===== config.mk =====
export PLATFORM = sky130hd
export DESIGN_NAME = adcc_top
export DESIGN_NICKNAME = d
export VERILOG_FILES = /design/src/core/adcc_pkg.sv /design/src/core/adcc_tick_gen.sv /design/src/core/adcc_sar.sv /design/src/core/adcc_top.sv
export SDC_FILE = /design/constraint.sdc
export NUM_CORES = 1
export LEC_CHECK = 0
export ABC_AREA = 1
export BUFFER_PORTS_ARGS = -buffer_cell sky130_fd_sc_hd__buf_2
export CAP_MARGIN = 20
export CORE_MARGIN = 4
export CORE_UTILIZATION = 40
export CTS_CLUSTER_DIAMETER = 40
export CTS_CLUSTER_SIZE = 16
export DETAILED_ROUTE_END_ITERATION = 7
export PLACE_DENSITY = 0.72
export SETUP_SLACK_MARGIN = 0.05
export SLEW_MARGIN = 0
export SYNTH_ARGS = -nofsm -noshare
export SYNTH_HDL_FRONTEND = slang
export SYNTH_HIERARCHICAL = 1
export SYNTH_SLANG_ARGS = --single-unit
export TNS_END_PERCENT = 5

===== constraint.sdc =====
create_clock -name aclk -period 2.3 [get_ports aclk]
set_clock_uncertainty 0.15 [all_clocks]
set_input_delay 0.69 -clock aclk [delete_from_list [all_inputs] [get_ports aclk]]
set_output_delay 0.69 -clock aclk [all_outputs]
set_load 0.05 [all_outputs]

===== src/core/adcc_pkg.sv =====
// package for the conversion control block: register indices, field layout, timing
// assumes one 200 MHz clock and an AXI4-Lite register bus with byte address = 4 * index
package adcc_pkg;

  // register indices as printed; byte address is four times the index
  localparam logic [7:0] ADCC_IDX_PORT_A_PINS = 8'h05;
  localparam logic [7:0] ADCC_IDX_INTERRUPT_CONTROL = 8'h0b;
  localparam logic [7:0] ADCC_IDX_PERIPHERAL_IRQ_FLAGS = 8'h0c;
  localparam logic [7:0] ADCC_IDX_CONVERSION_RESULT = 8'h1e;
  localparam logic [7:0] ADCC_IDX_CONVERTER_CONTROL = 8'h1f;
  localparam logic [7:0] ADCC_IDX_PORT_A_DIRECTION = 8'h85;
  localparam logic [7:0] ADCC_IDX_PERIPHERAL_IRQ_ENABLES = 8'h8c;
  localparam logic [7:0] ADCC_IDX_PIN_ANALOG_CONFIG = 8'h9f;
  // extra registers: compare unit mode and event status/enable/clear
  localparam logic [7:0] ADCC_IDX_COMPARE_UNIT_CONTROL = 8'h17;
  localparam logic [7:0] ADCC_IDX_EVENT_STATUS = 8'hc0;
  localparam logic [7:0] ADCC_IDX_EVENT_ENABLE = 8'hc1;
  localparam logic [7:0] ADCC_IDX_EVENT_CLEAR = 8'hc2;

  // reset values
  localparam logic [7:0] ADCC_RST_CONTROL = 8'h00;
  localparam logic [7:0] ADCC_RST_DIRECTION = 8'h3f;
  localparam logic [7:0] ADCC_RST_ZERO = 8'h00;

  // converter_control fields
  localparam int ADCC_CTL_CLKSEL_LSB = 6;
  localparam int ADCC_CTL_CHSEL_LSB = 3;
  localparam int ADCC_CTL_GO_BIT = 2;
  localparam int ADCC_CTL_POWER_BIT = 0;
  localparam logic [7:0] ADCC_CTL_WR_MASK = 8'hfd;
  // peripheral flag/enable and interrupt_control bits
  localparam int ADCC_PIR_DONE_BIT = 6;
  localparam int ADCC_INTERRUPT_CONTROL_GIE_BIT = 7;
  localparam int ADCC_INTERRUPT_CONTROL_PERIPHERAL_IRQ_ENABLE_BIT = 6;
  localparam logic [7:0] ADCC_PIR_MASK = 8'h4f;
  localparam logic [7:0] ADCC_PORT_MASK = 8'h3f;
  localparam logic [7:0] ADCC_CFG_MASK = 8'h07;
  localparam logic [3:0] ADCC_CMP_SPECIAL_EVENT = 4'hb;
  // event status bits: 0 conversion done, 1 special trigger seen
  localparam int ADCC_EV_DONE = 0;
  localparam int ADCC_EV_TRIG = 1;
  localparam int ADCC_EV_NUM = 2;

  // clock select codes
  localparam logic [1:0] ADCC_CLK_OSC2 = 2'b00;
  localparam logic [1:0] ADCC_CLK_OSC8 = 2'b01;
  localparam logic [1:0] ADCC_CLK_OSC32 = 2'b10;
  localparam logic [1:0] ADCC_CLK_RC = 2'b11;

  // timing: oscillator period is one aclk; rc bit period typical 4 us
  localparam int ADCC_CLK_MHZ = 200;
  localparam int ADCC_RC_PERIOD_NS = 4000;
  localparam int ADCC_RC_CYCLES = ADCC_RC_PERIOD_NS * ADCC_CLK_MHZ / 1000;
  localparam logic [15:0] ADCC_RC_HALF = 16'(ADCC_RC_CYCLES / 2);
  localparam logic [15:0] ADCC_OSC2_HALF = 16'h0001;
  localparam logic [15:0] ADCC_OSC8_HALF = 16'h0004;
  localparam logic [15:0] ADCC_OSC32_HALF = 16'h0010;
  // a conversion lasts 19 half bit periods (9.5 bit periods)
  localparam logic [4:0] ADCC_CONV_HALVES = 5'd19;
  localparam int ADCC_BITS = 8;

  // axi response codes
  localparam logic [1:0] ADCC_RESP_OKAY = 2'b00;
  localparam logic [1:0] ADCC_RESP_SLVERR = 2'b10;

  // analog front end request to the successive approximation core
  typedef struct packed {
    logic start;
    logic [1:0] clock_select;
    logic [2:0] channel;
  } adcc_conv_req_type;

  // answer from the core
  typedef struct packed {
    logic busy;
    logic done;
    logic [7:0] result;
  } adcc_conv_rsp_type;

endpackage


===== src/core/adcc_tick_gen.sv =====
// half bit period tick generator for the conversion clock
// assumes aclk is the oscillator; the rc source is modelled by a fixed divide
module adcc_tick_gen
  import adcc_pkg::*;
(
  input wire logic aclk,
  input wire logic aresetn,
  input wire logic run,
  input wire logic [1:0] clock_select,
  output logic half_tick
);

  // all state in one struct
  typedef struct packed {
    logic [15:0] count;
    logic tick;
  } adcc_tick_state_type;

  adcc_tick_state_type state;
  adcc_tick_state_type next_state;
  logic [15:0] half_len; // cycles per half bit period

  // period selection from the clock select code
  always_comb begin
    unique case (clock_select)
      ADCC_CLK_OSC2: half_len = ADCC_OSC2_HALF;
      ADCC_CLK_OSC8: half_len = ADCC_OSC8_HALF;
      ADCC_CLK_OSC32: half_len = ADCC_OSC32_HALF;
      ADCC_CLK_RC: half_len = ADCC_RC_HALF;
    endcase
  end

  // counter restarts whenever the converter is idle, so phase starts at go
  always_comb begin
    next_state = state;
    next_state.tick = 1'b0;
    if (!run) begin
      next_state.count = 16'h0000;
    end else if (state.count == half_len - 16'h0001) begin
      next_state.count = 16'h0000;
      next_state.tick = 1'b1;
    end else begin
      next_state.count = state.count + 16'h0001;
    end
  end

  // register the state
  always_ff @(posedge aclk) begin
    if (!aresetn) begin
      state <= '0;
    end else begin
      state <= next_state;
    end
  end

  assign half_tick = state.tick;

endmodule


===== src/core/adcc_sar.sv =====
// successive approximation sequencer: one trial per bit period
// assumes the comparator input is a synchronous digital stand-in for the analog level
module adcc_sar
  import adcc_pkg::*;
(
  input wire logic aclk,
  input wire logic aresetn,
  input wire logic half_tick,
  input wire adcc_conv_req_type req,
  input wire logic [7:0] sample_level,
  output adcc_conv_rsp_type rsp
);

  typedef struct packed {
    logic busy;
    logic done;
    logic [4:0] halves;
    logic [7:0] trial;
    logic [7:0] result;
  } adcc_sar_state_type;

  adcc_sar_state_type state;
  adcc_sar_state_type next_state;

  // binary search; result loads after 19 half periods
  always_comb begin
    next_state = state;
    next_state.done = 1'b0;
    if (!state.busy) begin
      if (req.start) begin
        next_state.busy = 1'b1;
        next_state.halves = 5'd0;
        next_state.trial = 8'h00;
      end
    end else if (half_tick) begin
      next_state.halves = state.halves + 5'd1;
      // odd half ticks below 16 resolve one bit, msb first
      if (state.halves[0] && state.halves < 5'd16) begin
        next_state.trial[3'(7 - state.halves[4:1])] = 1'b1;
        if (sample_level < (state.trial | (8'h80 >> state.halves[4:1]))) begin
          next_state.trial[3'(7 - state.halves[4:1])] = 1'b0;
        end
      end
      if (state.halves == ADCC_CONV_HALVES - 5'd1) begin
        next_state.busy = 1'b0;
        next_state.done = 1'b1;
        next_state.result = state.trial;
      end
    end
  end

  always_ff @(posedge aclk) begin
    if (!aresetn) begin
      state <= '0;
    end else begin
      state <= next_state;
    end
  end

  assign rsp.busy = state.busy;
  assign rsp.done = state.done;
  assign rsp.result = state.result;

endmodule


===== src/core/adcc_top.sv =====
// conversion control block: registers over axi4-lite, trigger, port mux, interrupt
// assumes all inputs synchronous to aclk; analog inputs arrive as 8-bit levels
//
// Functional notes
// - conversion takes nine and a half bit periods
// - clock select chooses 2, 8, 32 osc or rc
// - rc source gives about four microsecond period
// - output-direction pin converts its driven level
// - conversion ignores the analog config bits
// - analog-configured pins read zero from port
// - digital input pins still convert their level
// - special event with power on starts conversion
// - special event clears the sixteen bit timer
// - powered off ignores trigger, timer still clears
// - go starts conversion, reads one while busy unless the start meets completion in the same cycle
// - completion loads result, clears go, flags done
// - channel select codes pick inputs zero to four
module adcc_top
  import adcc_pkg::*;
(
  input wire logic aclk,
  input wire logic aresetn,
  input wire logic [31:0] s_axi_awaddr,
  input wire logic s_axi_awvalid,
  output logic s_axi_awready,
  input wire logic [31:0] s_axi_wdata,
  input wire logic [3:0] s_axi_wstrb,
  input wire logic s_axi_wvalid,
  output logic s_axi_wready,
  output logic [1:0] s_axi_bresp,
  output logic s_axi_bvalid,
  input wire logic s_axi_bready,
  input wire logic [31:0] s_axi_araddr,
  input wire logic s_axi_arvalid,
  output logic s_axi_arready,
  output logic [31:0] s_axi_rdata,
  output logic [1:0] s_axi_rresp,
  output logic s_axi_rvalid,
  input wire logic s_axi_rready,
  input wire logic [39:0] analog_input_pins, // five 8-bit levels
  input wire logic [5:0] port_a_in, // digital pin levels
  input wire logic compare_match, // one-cycle compare match pulse
  output logic [5:0] port_a_out, // pin output data
  output logic [5:0] port_a_oe, // high while driving
  output logic timer_clear, // clears the sixteen bit timer
  output logic irq // level interrupt
);

  // all register state
  typedef struct packed {
    logic awready;
    logic wready;
    logic bvalid;
    logic [1:0] bresp;
    logic arready;
    logic rvalid;
    logic [1:0] rresp;
    logic [31:0] rdata;
    logic [31:0] awaddr;
    logic aw_held;
    logic [31:0] wdata;
    logic [3:0] wstrb;
    logic w_held;
    logic [7:0] control; // converter_control
    logic [7:0] interrupt_control; // interrupt_control
    logic [7:0] pir; // peripheral_irq_flags
    logic [7:0] pie; // peripheral_irq_enables
    logic [7:0] result; // conversion_result
    logic [7:0] direction; // port_a_direction
    logic [5:0] oe; // pin drivers, high = driven, kept in step with direction
    logic [7:0] port_latch; // port output latch
    logic [7:0] analog_cfg; // pin_analog_config
    logic [3:0] compare_mode; // compare_mode_field
    logic [ADCC_EV_NUM-1:0] ev_status;
    logic [ADCC_EV_NUM-1:0] ev_enable;
    logic start;
    logic timer_clear;
    logic irq;
  } adcc_top_state_type;

  adcc_top_state_type state;
  adcc_top_state_type next_state;
  adcc_conv_req_type conv_req;
  adcc_conv_rsp_type conv_rsp;
  logic half_tick;
  logic [7:0] sample_level; // level seen by the comparator
  logic [5:0] analog_mask; // pins configured as analog
  logic [7:0] port_read;
  logic [4:0][7:0] levels;
  logic [7:0] wr_byte;
  logic [7:0] wr_idx;
  logic [7:0] rd_idx;
  logic special_event;
  logic wr_fire;
  logic rd_fire;
  logic [ADCC_EV_NUM-1:0] ev_set;

  // bit period source
  adcc_tick_gen u_tick (
    .aclk(aclk),
    .aresetn(aresetn),
    .run(conv_rsp.busy),
    .clock_select(state.control[ADCC_CTL_CLKSEL_LSB +: 2]),
    .half_tick(half_tick)
  );

  // successive approximation core
  adcc_sar u_sar (
    .aclk(aclk),
    .aresetn(aresetn),
    .half_tick(half_tick),
    .req(conv_req),
    .sample_level(sample_level),
    .rsp(conv_rsp)
  );

  assign conv_req.start = state.start;
  assign conv_req.clock_select = state.control[ADCC_CTL_CLKSEL_LSB +: 2];
  assign conv_req.channel = state.control[ADCC_CTL_CHSEL_LSB +: 3];
  assign levels = analog_input_pins;

  // analog pin map per config code: ra0,ra1 analog below 11x, ra3 only for even codes below 11x; ra2,ra5 below 100
  always_comb begin
    analog_mask = 6'b000000;
    if (state.analog_cfg[2:1] != 2'b11) begin
      analog_mask[0] = 1'b1;
      analog_mask[1] = 1'b1;
      analog_mask[3] = !state.analog_cfg[0];
      if (!state.analog_cfg[2]) begin
        analog_mask[2] = 1'b1;
        analog_mask[5] = 1'b1;
      end
    end
  end

  // input selection; an output pin presents its driven level, a digital
  // pin its own level, so direction and config never block the sample
  always_comb begin
    unique case (state.control[ADCC_CTL_CHSEL_LSB +: 3])
      3'b000: sample_level = (!state.direction[0]) ? {8{state.port_latch[0]}} : levels[0];
      3'b001: sample_level = (!state.direction[1]) ? {8{state.port_latch[1]}} : levels[1];
      3'b010: sample_level = (!state.direction[2]) ? {8{state.port_latch[2]}} : levels[2];
      3'b011: sample_level = (!state.direction[3]) ? {8{state.port_latch[3]}} : levels[3];
      3'b100: sample_level = (!state.direction[5]) ? {8{state.port_latch[5]}} : levels[4];
      default: sample_level = 8'h00;
    endcase
  end

  // analog-configured pins read back as zero
  assign port_read = {2'b00, port_a_in & ~analog_mask};

  // write byte from the low lane
  assign wr_byte = state.wdata[7:0];
  assign wr_idx = state.awaddr[9:2];
  assign rd_idx = s_axi_araddr[9:2];
  assign wr_fire = state.aw_held && state.w_held && !state.bvalid;
  assign rd_fire = s_axi_arvalid && state.arready;
  // special event only in the trigger compare mode
  assign special_event = compare_match && (state.compare_mode == ADCC_CMP_SPECIAL_EVENT);
  assign ev_set = {special_event, conv_rsp.done};

  // main next-state logic
  always_comb begin
    next_state = state;
    next_state.start = 1'b0;
    // special event clears the timer regardless of power
    next_state.timer_clear = special_event;

    // write address and data taken in either order
    if (s_axi_awvalid && state.awready) begin
      next_state.awaddr = s_axi_awaddr;
      next_state.aw_held = 1'b1;
      next_state.awready = 1'b0;
    end
    if (s_axi_wvalid && state.wready) begin
      next_state.wdata = s_axi_wdata;
      next_state.wstrb = s_axi_wstrb;
      next_state.w_held = 1'b1;
      next_state.wready = 1'b0;
    end
    if (state.bvalid && s_axi_bready) begin
      next_state.bvalid = 1'b0;
      next_state.awready = 1'b1;
      next_state.wready = 1'b1;
    end

    // register writes; only byte lane 0 carries data
    if (wr_fire) begin
      next_state.aw_held = 1'b0;
      next_state.w_held = 1'b0;
      next_state.bvalid = 1'b1;
      next_state.bresp = ADCC_RESP_OKAY;
      unique case (wr_idx)
        ADCC_IDX_CONVERTER_CONTROL: if (state.wstrb[0]) begin
          next_state.control = (wr_byte & ADCC_CTL_WR_MASK)
                             | (state.control & ~ADCC_CTL_WR_MASK);
          // go never lands from the write itself, else it would stick with no conversion
          next_state.control[ADCC_CTL_GO_BIT] = state.control[ADCC_CTL_GO_BIT];
          // go while powered starts a conversion; go is kept by hardware
          if (wr_byte[ADCC_CTL_GO_BIT] && state.control[ADCC_CTL_POWER_BIT]
              && wr_byte[ADCC_CTL_POWER_BIT] && !conv_rsp.busy) begin
            next_state.start = 1'b1;
            next_state.control[ADCC_CTL_GO_BIT] = 1'b1;
          end
        end
        ADCC_IDX_INTERRUPT_CONTROL: if (state.wstrb[0]) next_state.interrupt_control = wr_byte;
        ADCC_IDX_PERIPHERAL_IRQ_FLAGS: if (state.wstrb[0]) begin
          next_state.pir = wr_byte & ADCC_PIR_MASK;
        end
        ADCC_IDX_PERIPHERAL_IRQ_ENABLES: if (state.wstrb[0]) begin
          next_state.pie = wr_byte & ADCC_PIR_MASK;
        end
        ADCC_IDX_PORT_A_DIRECTION: if (state.wstrb[0]) begin
          next_state.direction = wr_byte & ADCC_PORT_MASK;
        end
        ADCC_IDX_PORT_A_PINS: if (state.wstrb[0]) begin
          next_state.port_latch = wr_byte & ADCC_PORT_MASK;
        end
        ADCC_IDX_PIN_ANALOG_CONFIG: if (state.wstrb[0]) begin
          next_state.analog_cfg = wr_byte & ADCC_CFG_MASK;
        end
        ADCC_IDX_COMPARE_UNIT_CONTROL: if (state.wstrb[0]) begin
          next_state.compare_mode = wr_byte[3:0];
        end
        ADCC_IDX_EVENT_ENABLE: if (state.wstrb[0]) begin
          next_state.ev_enable = wr_byte[ADCC_EV_NUM-1:0];
        end
        ADCC_IDX_EVENT_CLEAR: if (state.wstrb[0]) begin
          next_state.ev_status = state.ev_status & ~wr_byte[ADCC_EV_NUM-1:0];
        end
        ADCC_IDX_CONVERSION_RESULT: ; // read only, write ignored
        default: next_state.bresp = ADCC_RESP_SLVERR;
      endcase
    end

    // powering down drops the go request too, once no conversion is busy
    if (!next_state.control[ADCC_CTL_POWER_BIT] && !conv_rsp.busy) begin
      next_state.control[ADCC_CTL_GO_BIT] = 1'b0;
    end

    // trigger sets go only while powered
    if (special_event && state.control[ADCC_CTL_POWER_BIT] && !conv_rsp.busy) begin
      next_state.start = 1'b1;
      next_state.control[ADCC_CTL_GO_BIT] = 1'b1;
    end

    // completion: result, go cleared, done flag set; set beats a clear
    if (conv_rsp.done) begin
      next_state.result = conv_rsp.result;
      next_state.control[ADCC_CTL_GO_BIT] = 1'b0;
      next_state.pir[ADCC_PIR_DONE_BIT] = 1'b1;
    end
    // sticky event status, set wins over clear
    next_state.ev_status = next_state.ev_status | ev_set;

    // reads answer one cycle after the address is taken
    if (state.rvalid && s_axi_rready) begin
      next_state.rvalid = 1'b0;
      next_state.arready = 1'b1;
    end
    if (rd_fire) begin
      next_state.arready = 1'b0;
      next_state.rvalid = 1'b1;
      next_state.rresp = ADCC_RESP_OKAY;
      next_state.rdata = 32'h00000000;
      unique case (rd_idx)
        ADCC_IDX_CONVERTER_CONTROL: next_state.rdata[7:0] = state.control;
        ADCC_IDX_INTERRUPT_CONTROL: next_state.rdata[7:0] = state.interrupt_control;
        ADCC_IDX_PERIPHERAL_IRQ_FLAGS: next_state.rdata[7:0] = state.pir;
        ADCC_IDX_PERIPHERAL_IRQ_ENABLES: next_state.rdata[7:0] = state.pie;
        ADCC_IDX_CONVERSION_RESULT: next_state.rdata[7:0] = state.result;
        ADCC_IDX_PORT_A_DIRECTION: next_state.rdata[7:0] = state.direction;
        ADCC_IDX_PORT_A_PINS: next_state.rdata[7:0] = port_read;
        ADCC_IDX_PIN_ANALOG_CONFIG: next_state.rdata[7:0] = state.analog_cfg;
        ADCC_IDX_COMPARE_UNIT_CONTROL: next_state.rdata[3:0] = state.compare_mode;
        ADCC_IDX_EVENT_STATUS: next_state.rdata[ADCC_EV_NUM-1:0] = state.ev_status;
        ADCC_IDX_EVENT_ENABLE: next_state.rdata[ADCC_EV_NUM-1:0] = state.ev_enable;
        ADCC_IDX_EVENT_CLEAR: ; // write only, reads zero
        default: next_state.rresp = ADCC_RESP_SLVERR;
      endcase
    end

    // pin drivers follow the direction register in the same edge
    next_state.oe = ~next_state.direction[5:0];

    // interrupt: done flag with its enable through both global gates, or event path
    next_state.irq = (next_state.pir[ADCC_PIR_DONE_BIT] && next_state.pie[ADCC_PIR_DONE_BIT]
                      && next_state.interrupt_control[ADCC_INTERRUPT_CONTROL_GIE_BIT]
                      && next_state.interrupt_control[ADCC_INTERRUPT_CONTROL_PERIPHERAL_IRQ_ENABLE_BIT])
                     || (|(next_state.ev_status & next_state.ev_enable));
  end

  // register everything; result is left as zero at reset for determinism
  always_ff @(posedge aclk) begin
    if (!aresetn) begin
      state <= '0;
      state.awready <= 1'b1;
      state.wready <= 1'b1;
      state.arready <= 1'b1;
      state.control <= ADCC_RST_CONTROL;
      state.direction <= ADCC_RST_DIRECTION;
      state.pir <= ADCC_RST_ZERO;
    end else begin
      state <= next_state;
    end
  end

  // outputs straight from flip-flops
  assign s_axi_awready = state.awready;
  assign s_axi_wready = state.wready;
  assign s_axi_bvalid = state.bvalid;
  assign s_axi_bresp = state.bresp;
  assign s_axi_arready = state.arready;
  assign s_axi_rvalid = state.rvalid;
  assign s_axi_rresp = state.rresp;
  assign s_axi_rdata = state.rdata;
  assign port_a_out = state.port_latch[5:0];
  assign port_a_oe = state.oe;
  assign timer_clear = state.timer_clear;
  assign irq = state.irq;

endmodule


* Yosys cells after proc, flatten, opt, wreduce, memory -nomap -nowiden *
Index checks and enable logic that the tools add are counted.

cells by class
  reduce and logical (&&, ||, !) cells = 53
  divide/modulo/power cells = 0
  shifts and indexed selects = 1
  bitwise gates (word level) = 14
  mux-type cells = 56
  $add $sub $neg = 4
  order comparisons = 4
  $mul = 0
  eq/ne operators = 36

operator list
  kind                                                                  count
  8-bit == test, second input constant                                  11
  8-bit 2-to-1 mux                                                      11
  16-bit one-hot mux with 4 select lines                                1
  8-bit by 5-bit == test with 1-bit output, second input constant       6
  8-bit one-hot mux with 5 select lines                                 1
  36-bit 2-to-1 mux                                                     1
  8-bit by 4-bit == test with 1-bit output, second input constant       4
  3-bit AND reduction                                                   10
  4-bit one-hot mux with 7 select lines                                 1
  27-bit 2-to-1 mux                                                     1
  13-bit 2-to-1 mux                                                     2
  23-bit 2-to-1 mux                                                     1
  2-bit one-hot mux with 11 select lines                                1
  7-bit 2-to-1 mux                                                      3
  1-bit logical AND                                                     19
  6-bit 2-to-1 mux                                                      3
  2-bit one-hot mux with 9 select lines                                 1
  16-bit by 1-bit adder with 16-bit output, second input constant       1
  16-bit == test                                                        1
  8-bit by 3-bit == test with 1-bit output, second input constant       2
  2-bit 2-to-1 mux                                                      8
  8-bit bitwise OR                                                      2
  16-bit by 1-bit subtractor with 16-bit output, second input constant  1
  1-bit 2-to-1 mux                                                      15
  other kinds (40)                                                      61

storage, ports and cells
  register bits after elaboration = 171
  latch bits = 0
  bits in read-only memories = 0
  RAM bits = 0
  output and inout bits = 55
  memories kept = 0

* Longest topological paths before layout *
  word-level depth = 12
  depth in mapped cells = 18
  gate-level depth less buffers = 17

* Modules after synthesis *
Netlist, hierarchy kept.

by module, submodules not included
  module         times used  cells an instance  area each (sq um)
  adcc_top       1           808                5485.3
  adcc_sar       1           186                1346.3
  adcc_tick_gen  1           141                917.1

* Worst setup path after synthesis *
Ideal clock, no wire load.

  path type = input -> register
  start = input analog_input_pins[13]
  end = register u_sar/state[13] (netlist bit)
  arrival time = 2133 ps
  path slack = -116 ps
  buffers on the path = 0
  required time = 2018 ps
  setup time = 132 ps
  stages on the path = 13
  cells stage by stage = nand2_1 -> nand2_1 -> nand2_1 -> nand2_1 -> a221oi_1 -> nand2_1 -> ha_1 -> a21oi_1 -> nor2_1 -> a211oi_4 -> nand3_1 -> nand2_1 -> a21oi_1

on the way
  longest elaborated chain between the ends = 7

ends and longest elaborated chain
  what                                   line             RTL
  from (decl)                            adcc_top.sv:40   input wire logic [39:0] analog_input_pins,
  8-bit 2-to-1 mux                       adcc_top.sv:141  3'b001: sample_level = (!state.direction[1]) ? {8{state.port_latch[1]}} : levels[1];
  8-bit one-hot mux with 5 select lines  adcc_top.sv:139  unique case (state.control[ADCC_CTL_CHSEL_LSB +: 3])
  named net sample_level[5]              adcc_top.sv:86   logic [7:0] sample_level;
  8-bit less-than comparator             adcc_sar.sv:40   if (sample_level < (state.trial | (8'h80 >> state.halves[4:1]))) begin
  8-bit 2-to-1 mux                       adcc_sar.sv:40
  8-bit 2-to-1 mux                       adcc_sar.sv:38   if (state.halves[0] && state.halves < 5'd16) begin
  23-bit 2-to-1 mux                      adcc_sar.sv:35   end else if (half_tick) begin
  13-bit 2-to-1 mux                      adcc_sar.sv:29   if (!state.busy) begin
  to (signal assigned)                   adcc_sar.sv:56   state <= next_state;
  to (decl)                              adcc_sar.sv:22   adcc_sar_state_type state;

The timed path passes the listed nets, and every way through them passes these cells. The select of a mux whose other input is x is not followed.
A chain may end at the register's enable or synchronous reset.

* Final worst setup path *
  start = register state, in the netlist conv_req[0]
  end = register u_sar/state[9] (netlist bit)

on the way
  longest elaborated chain between the ends = 7
  elaborated cells between the ends (all ways) = 11

ends and longest elaborated chain
  what                                       line             RTL
  from (decl)                                adcc_top.sv:81   adcc_top_state_type state;
  from (signal assigned)                     adcc_top.sv:304  state <= next_state;
  3-bit == test (tied with other cells)      adcc_top.sv:139
  8-bit one-hot mux with 5 select lines (*)  adcc_top.sv:139
  named net sample_level[6]                  adcc_top.sv:86
  8-bit less-than comparator (*)             adcc_sar.sv:40
  8-bit 2-to-1 mux (*)                       adcc_sar.sv:40
  8-bit 2-to-1 mux (*)                       adcc_sar.sv:38
  23-bit 2-to-1 mux (*)                      adcc_sar.sv:35
  13-bit 2-to-1 mux (*)                      adcc_sar.sv:29

Mark *: on every way through the listed nets, which the timed path passes. The rest lies on a longest branch. The select of a mux whose other input is x is not followed.

==> impl_metrics.yaml <==
run_status:
  run_status: "finished, violations left"
  failed_checks: "negative setup slack"
cells_and_area:
  nets: 1422
  num_antenna_cells: 0
  fillers: 1928
  final_core_util_pct: 49.6
  area_growth_pct: 20.8
  drive_above_1_share_pct: 25.5
  final_cell_area_mm2: 0.00936
clock_network:
  register_clock_pin_slew_on_the_reported_worst_setup_and_hold_paths_ns: 0.06
  number_of_hold_buffers_added_after_cts: 0
  clock-sinks: 139
  cts.root.buffer_cell: "sky130_fd_sc_hd__clkbuf_16"
  max_buffers_root_to_sink: 2
  cts_buffers: 17
  insertion_delay_ns: 0.43
  clock_tree.htree_level_count: 4
  clock_tree_from_tritoncts: "done"
logic_synthesis:
  synth_sequential_area_ratio_pct: 35.9
  synth.ff_latch_count: 139
  synth-edff-count: 0
  yosys.cell_types.count: 48
  postSynthAreaPerCell_um2: 6.83
  synth-warning-count: 6
  synth_async_sr_flop_share_pct: 0
  post_synth_main_area_contributors: "sky130_fd_sc_hd__dfxtp_1 (36%), sky130_fd_sc_hd__nand2_1 (15%), sky130_fd_sc_hd__nor2_1 (7.2%)"
  post-synth-top-area-fraction_pct: 35.9
  synthesis.area_mm2: 0.00775
  post_synthesis_cell_count: 1135
  postSynth.topFlopCell: "sky130_fd_sc_hd__dfxtp_1"
  synth.largest_area_cell: "sky130_fd_sc_hd__dfxtp_1"
die:
  floorplan.initialDensity_pct: 41.0
  core_area_mm2: 0.0189
  die_area_mm2: 0.0217
  io_pins: 209
  chip_width_um: 147
  rows: 50
  die-height_um: 147
route:
  detail-route-antenna-nets: 0
  num_vias: 7399
  avgRoutedWirePerCell_um: 13.4
  via_per_instance_ratio: 4.84
  drt-pass1-iter-count: 4
  route.final.wire_length_mm: 20.5
  first_iter_violations: 477
  post-route-drc-count: 0
power:
  finalPower_mw: 5.53
  power_per_cell_area_mw_per_mm2: 590
  p_leak_nw: 4.38
  max-vdd-ir-drop_mv: 0.492
global_routing:
  grt_max_degree: 69
  overflow: 0
  first_pass_grt_wire_length_mm: 33.6
  first_global_vias: 6865
  antenna_violations_before_repair: 0
  groute.usage.overall_pct: 19.0
sta:
  timing.fmax_ghz: 0.432
  worst-slew-pin-transition_ns: 0.569
  setup_repair_after_global_routing_missed_its_margin: "yes"
  hold_viol_final: 0
  final_period_minus_worst_setup_slack_ns: 2.31
  final_critical_path_setup_slack_ns: -0.0137
  final.period_utilization_pct: 101
  slew_headroom_pct: 61.9
  max_transition_viols_final: 0
  setup_viol: 6
  final.hold.worst_slack_ns: 0.301
worst_setup_path:
  path_class: "flip-flop to flip-flop"
  cp-start-kind: "flip-flop"
  cp_data_arrival_time_ns: 2.47
  cp.required_ns: 2.46
  reg2reg_depth: 14
  end_kind: "flip-flop"
  critical_path.max_fanout: 8
place:
  port-buffer-count: 107
  dp_hpwl_mm: 15.5
  dpl-instance-area_mm2: 0.00857
  routabilityCongestion: 0.952
min_path:
  hold-path-cell-count: 2
  worst_hold_path_type: "flip-flop to flip-flop"
run:
  timing.max_cap.violations: 0
## flip-flops by register name, summed over array words and instances, names as in the netlist
signal            flops
port_a_oe             6
conv_req              6
s_axi_wready          1
u_sar/state          13
u_tick/half_tick      1
u_sar/rsp            10
s_axi_rdata           8
s_axi_rvalid          1
s_axi_rresp           1
irq                   1
s_axi_arready         1
s_axi_bresp           1
s_axi_awready         1
timer_clear           1
port_a_out            6
s_axi_bvalid          1
state                64
u_tick/state         16
## layout by cell type, fill, tap and decap left out, types with 17 or more instances in the layout
master	count
sky130_fd_sc_hd__nand2_1	310
sky130_fd_sc_hd__nor2_1	146
sky130_fd_sc_hd__dfxtp_1	131
sky130_fd_sc_hd__buf_2	107
sky130_fd_sc_hd__inv_1	82
sky130_fd_sc_hd__nand3_1	77
sky130_fd_sc_hd__a21oi_1	61
sky130_fd_sc_hd__buf_4	51
sky130_fd_sc_hd__o21ai_0	47
sky130_fd_sc_hd__conb_1	26
sky130_fd_sc_hd__clkbuf_16	17
## cell type report
type | instances | area, µm² | area share [%]
Clock buffer | 19 | 453 | 4.84
Multi-Input combinational cell | 831 | 4290 | 45.8
Tap cell | 260 | 325 | 3.47
Sequential cell | 139 | 2800 | 29.9
Inverter | 105 | 407 | 4.34
Clock inverter | 12 | 93.8 | 1.00
Timing Repair Buffer | 164 | 995 | 10.6
## report_power, final
group	leakage, nW	switching [mW]	internal [mW]
Sequential	1.13	0.0341	2.44
Combinational	3.00	0.394	0.163
Clock	0.250	1.06	1.43
Total	4.38	1.49	4.04
## cells in the mapped netlist (3+ instances only)
cell type and instances:
sky130_fd_sc_hd__nor2_1 148, sky130_fd_sc_hd__buf_4 60, sky130_fd_sc_hd__a211oi_1 8, sky130_fd_sc_hd__a221oi_1 8
sky130_fd_sc_hd__nand2_1 317, sky130_fd_sc_hd__nor2_4 12, sky130_fd_sc_hd__a21oi_2 4, sky130_fd_sc_hd__a211oi_2 7
sky130_fd_sc_hd__nand2_2 8, sky130_fd_sc_hd__nand3_1 80, sky130_fd_sc_hd__xnor2_1 5, sky130_fd_sc_hd__dfxtp_1 139
sky130_fd_sc_hd__a21oi_1 66, sky130_fd_sc_hd__ha_1 10, sky130_fd_sc_hd__buf_6 4, sky130_fd_sc_hd__inv_1 84
sky130_fd_sc_hd__nor3_2 9, sky130_fd_sc_hd__buf_2 7, sky130_fd_sc_hd__o211ai_1 3, sky130_fd_sc_hd__inv_2 16
sky130_fd_sc_hd__nor2_2 14, sky130_fd_sc_hd__clkbuf_1 11, sky130_fd_sc_hd__o21ai_0 47, sky130_fd_sc_hd__buf_1 3
sky130_fd_sc_hd__xor2_1 4, sky130_fd_sc_hd__nand3_2 7, sky130_fd_sc_hd__nand4_1 5, sky130_fd_sc_hd__o21ai_1 15
sky130_fd_sc_hd__nor3_1 7
## worst max-delay path, stage by stage (launching register included)
cell	delay, ns
sky130_fd_sc_hd__dfxtp_4	0.37
sky130_fd_sc_hd__buf_4	0.14
sky130_fd_sc_hd__nor3_4	0.30
sky130_fd_sc_hd__nand2_1	0.10
sky130_fd_sc_hd__nand2_1	0.10
sky130_fd_sc_hd__a221oi_2	0.05
sky130_fd_sc_hd__nand2_1	0.12
sky130_fd_sc_hd__ha_4	0.20
sky130_fd_sc_hd__nand2_2	0.06
sky130_fd_sc_hd__nor2_2	0.05
sky130_fd_sc_hd__a211oi_4	0.16
sky130_fd_sc_hd__buf_6	0.17
sky130_fd_sc_hd__nand3_2	0.08
sky130_fd_sc_hd__nand2_1	0.08
sky130_fd_sc_hd__a21oi_1	0.06
## metal layers
metal	global-route usage, %	part of all wire, %	vias to the layer above
li1	-	-	3840
met1	25.6	46	3294
met4	6.48	2.2	0
met2	30.3	45	232
met5	0	0	-
met3	4.16	6.3	33
## through the flow
| step | setup WS (ns) | std cells | setup TNS (ns) |
|---|---|---|---|
| 6_report | -0.0137 | 1530 | -0.0501 |
| 5_1_grt | -0.158 | 1530 | -1.18 |
| 4_1_cts | 0.00840 | 1530 | 0 |
| 3_5_place_dp | -0.441 | 1498 | -3.41 |
| 3_3_place_gp | -0.410 | 1498 | -3.22 |
| 2_1_floorplan | -0.0982 | 1160 | -0.781 |
## worst paths after layout
kind                     from             end  slack [ns]
setup / recovery  conv_req[0]  u_sar/state[9]       -0.01
hold / removal      state[48]       state[48]        0.30
setup reg to reg  conv_req[0]  u_sar/state[9]       -0.01
hold reg to reg     state[48]       state[48]        0.30
## timing repair
item | in CTS | in global routing
endpoints found under the setup margin | 8 | 8
buffers inserted | 1 | 0
gates resized for setup | 38 | 20
pin swaps | 24 | 24
## logic make-up (layout without fill, tap and decap cells)
family	after synthesis	count (layout)	share of synthesized area (%)
AO/OA/AOI/OAI	172	172	13.5
XOR/XNOR	9	9	1.02
adder cells (fa/ha/maj)	10	10	1.61
buffers and inverters	190	300	12.7
flip-flops	139	139	35.9
other	1	26	0.0484
AND/OR/NAND/NOR	614	614	35.2
Note: power is estimated with default switching activity, not from simulation.
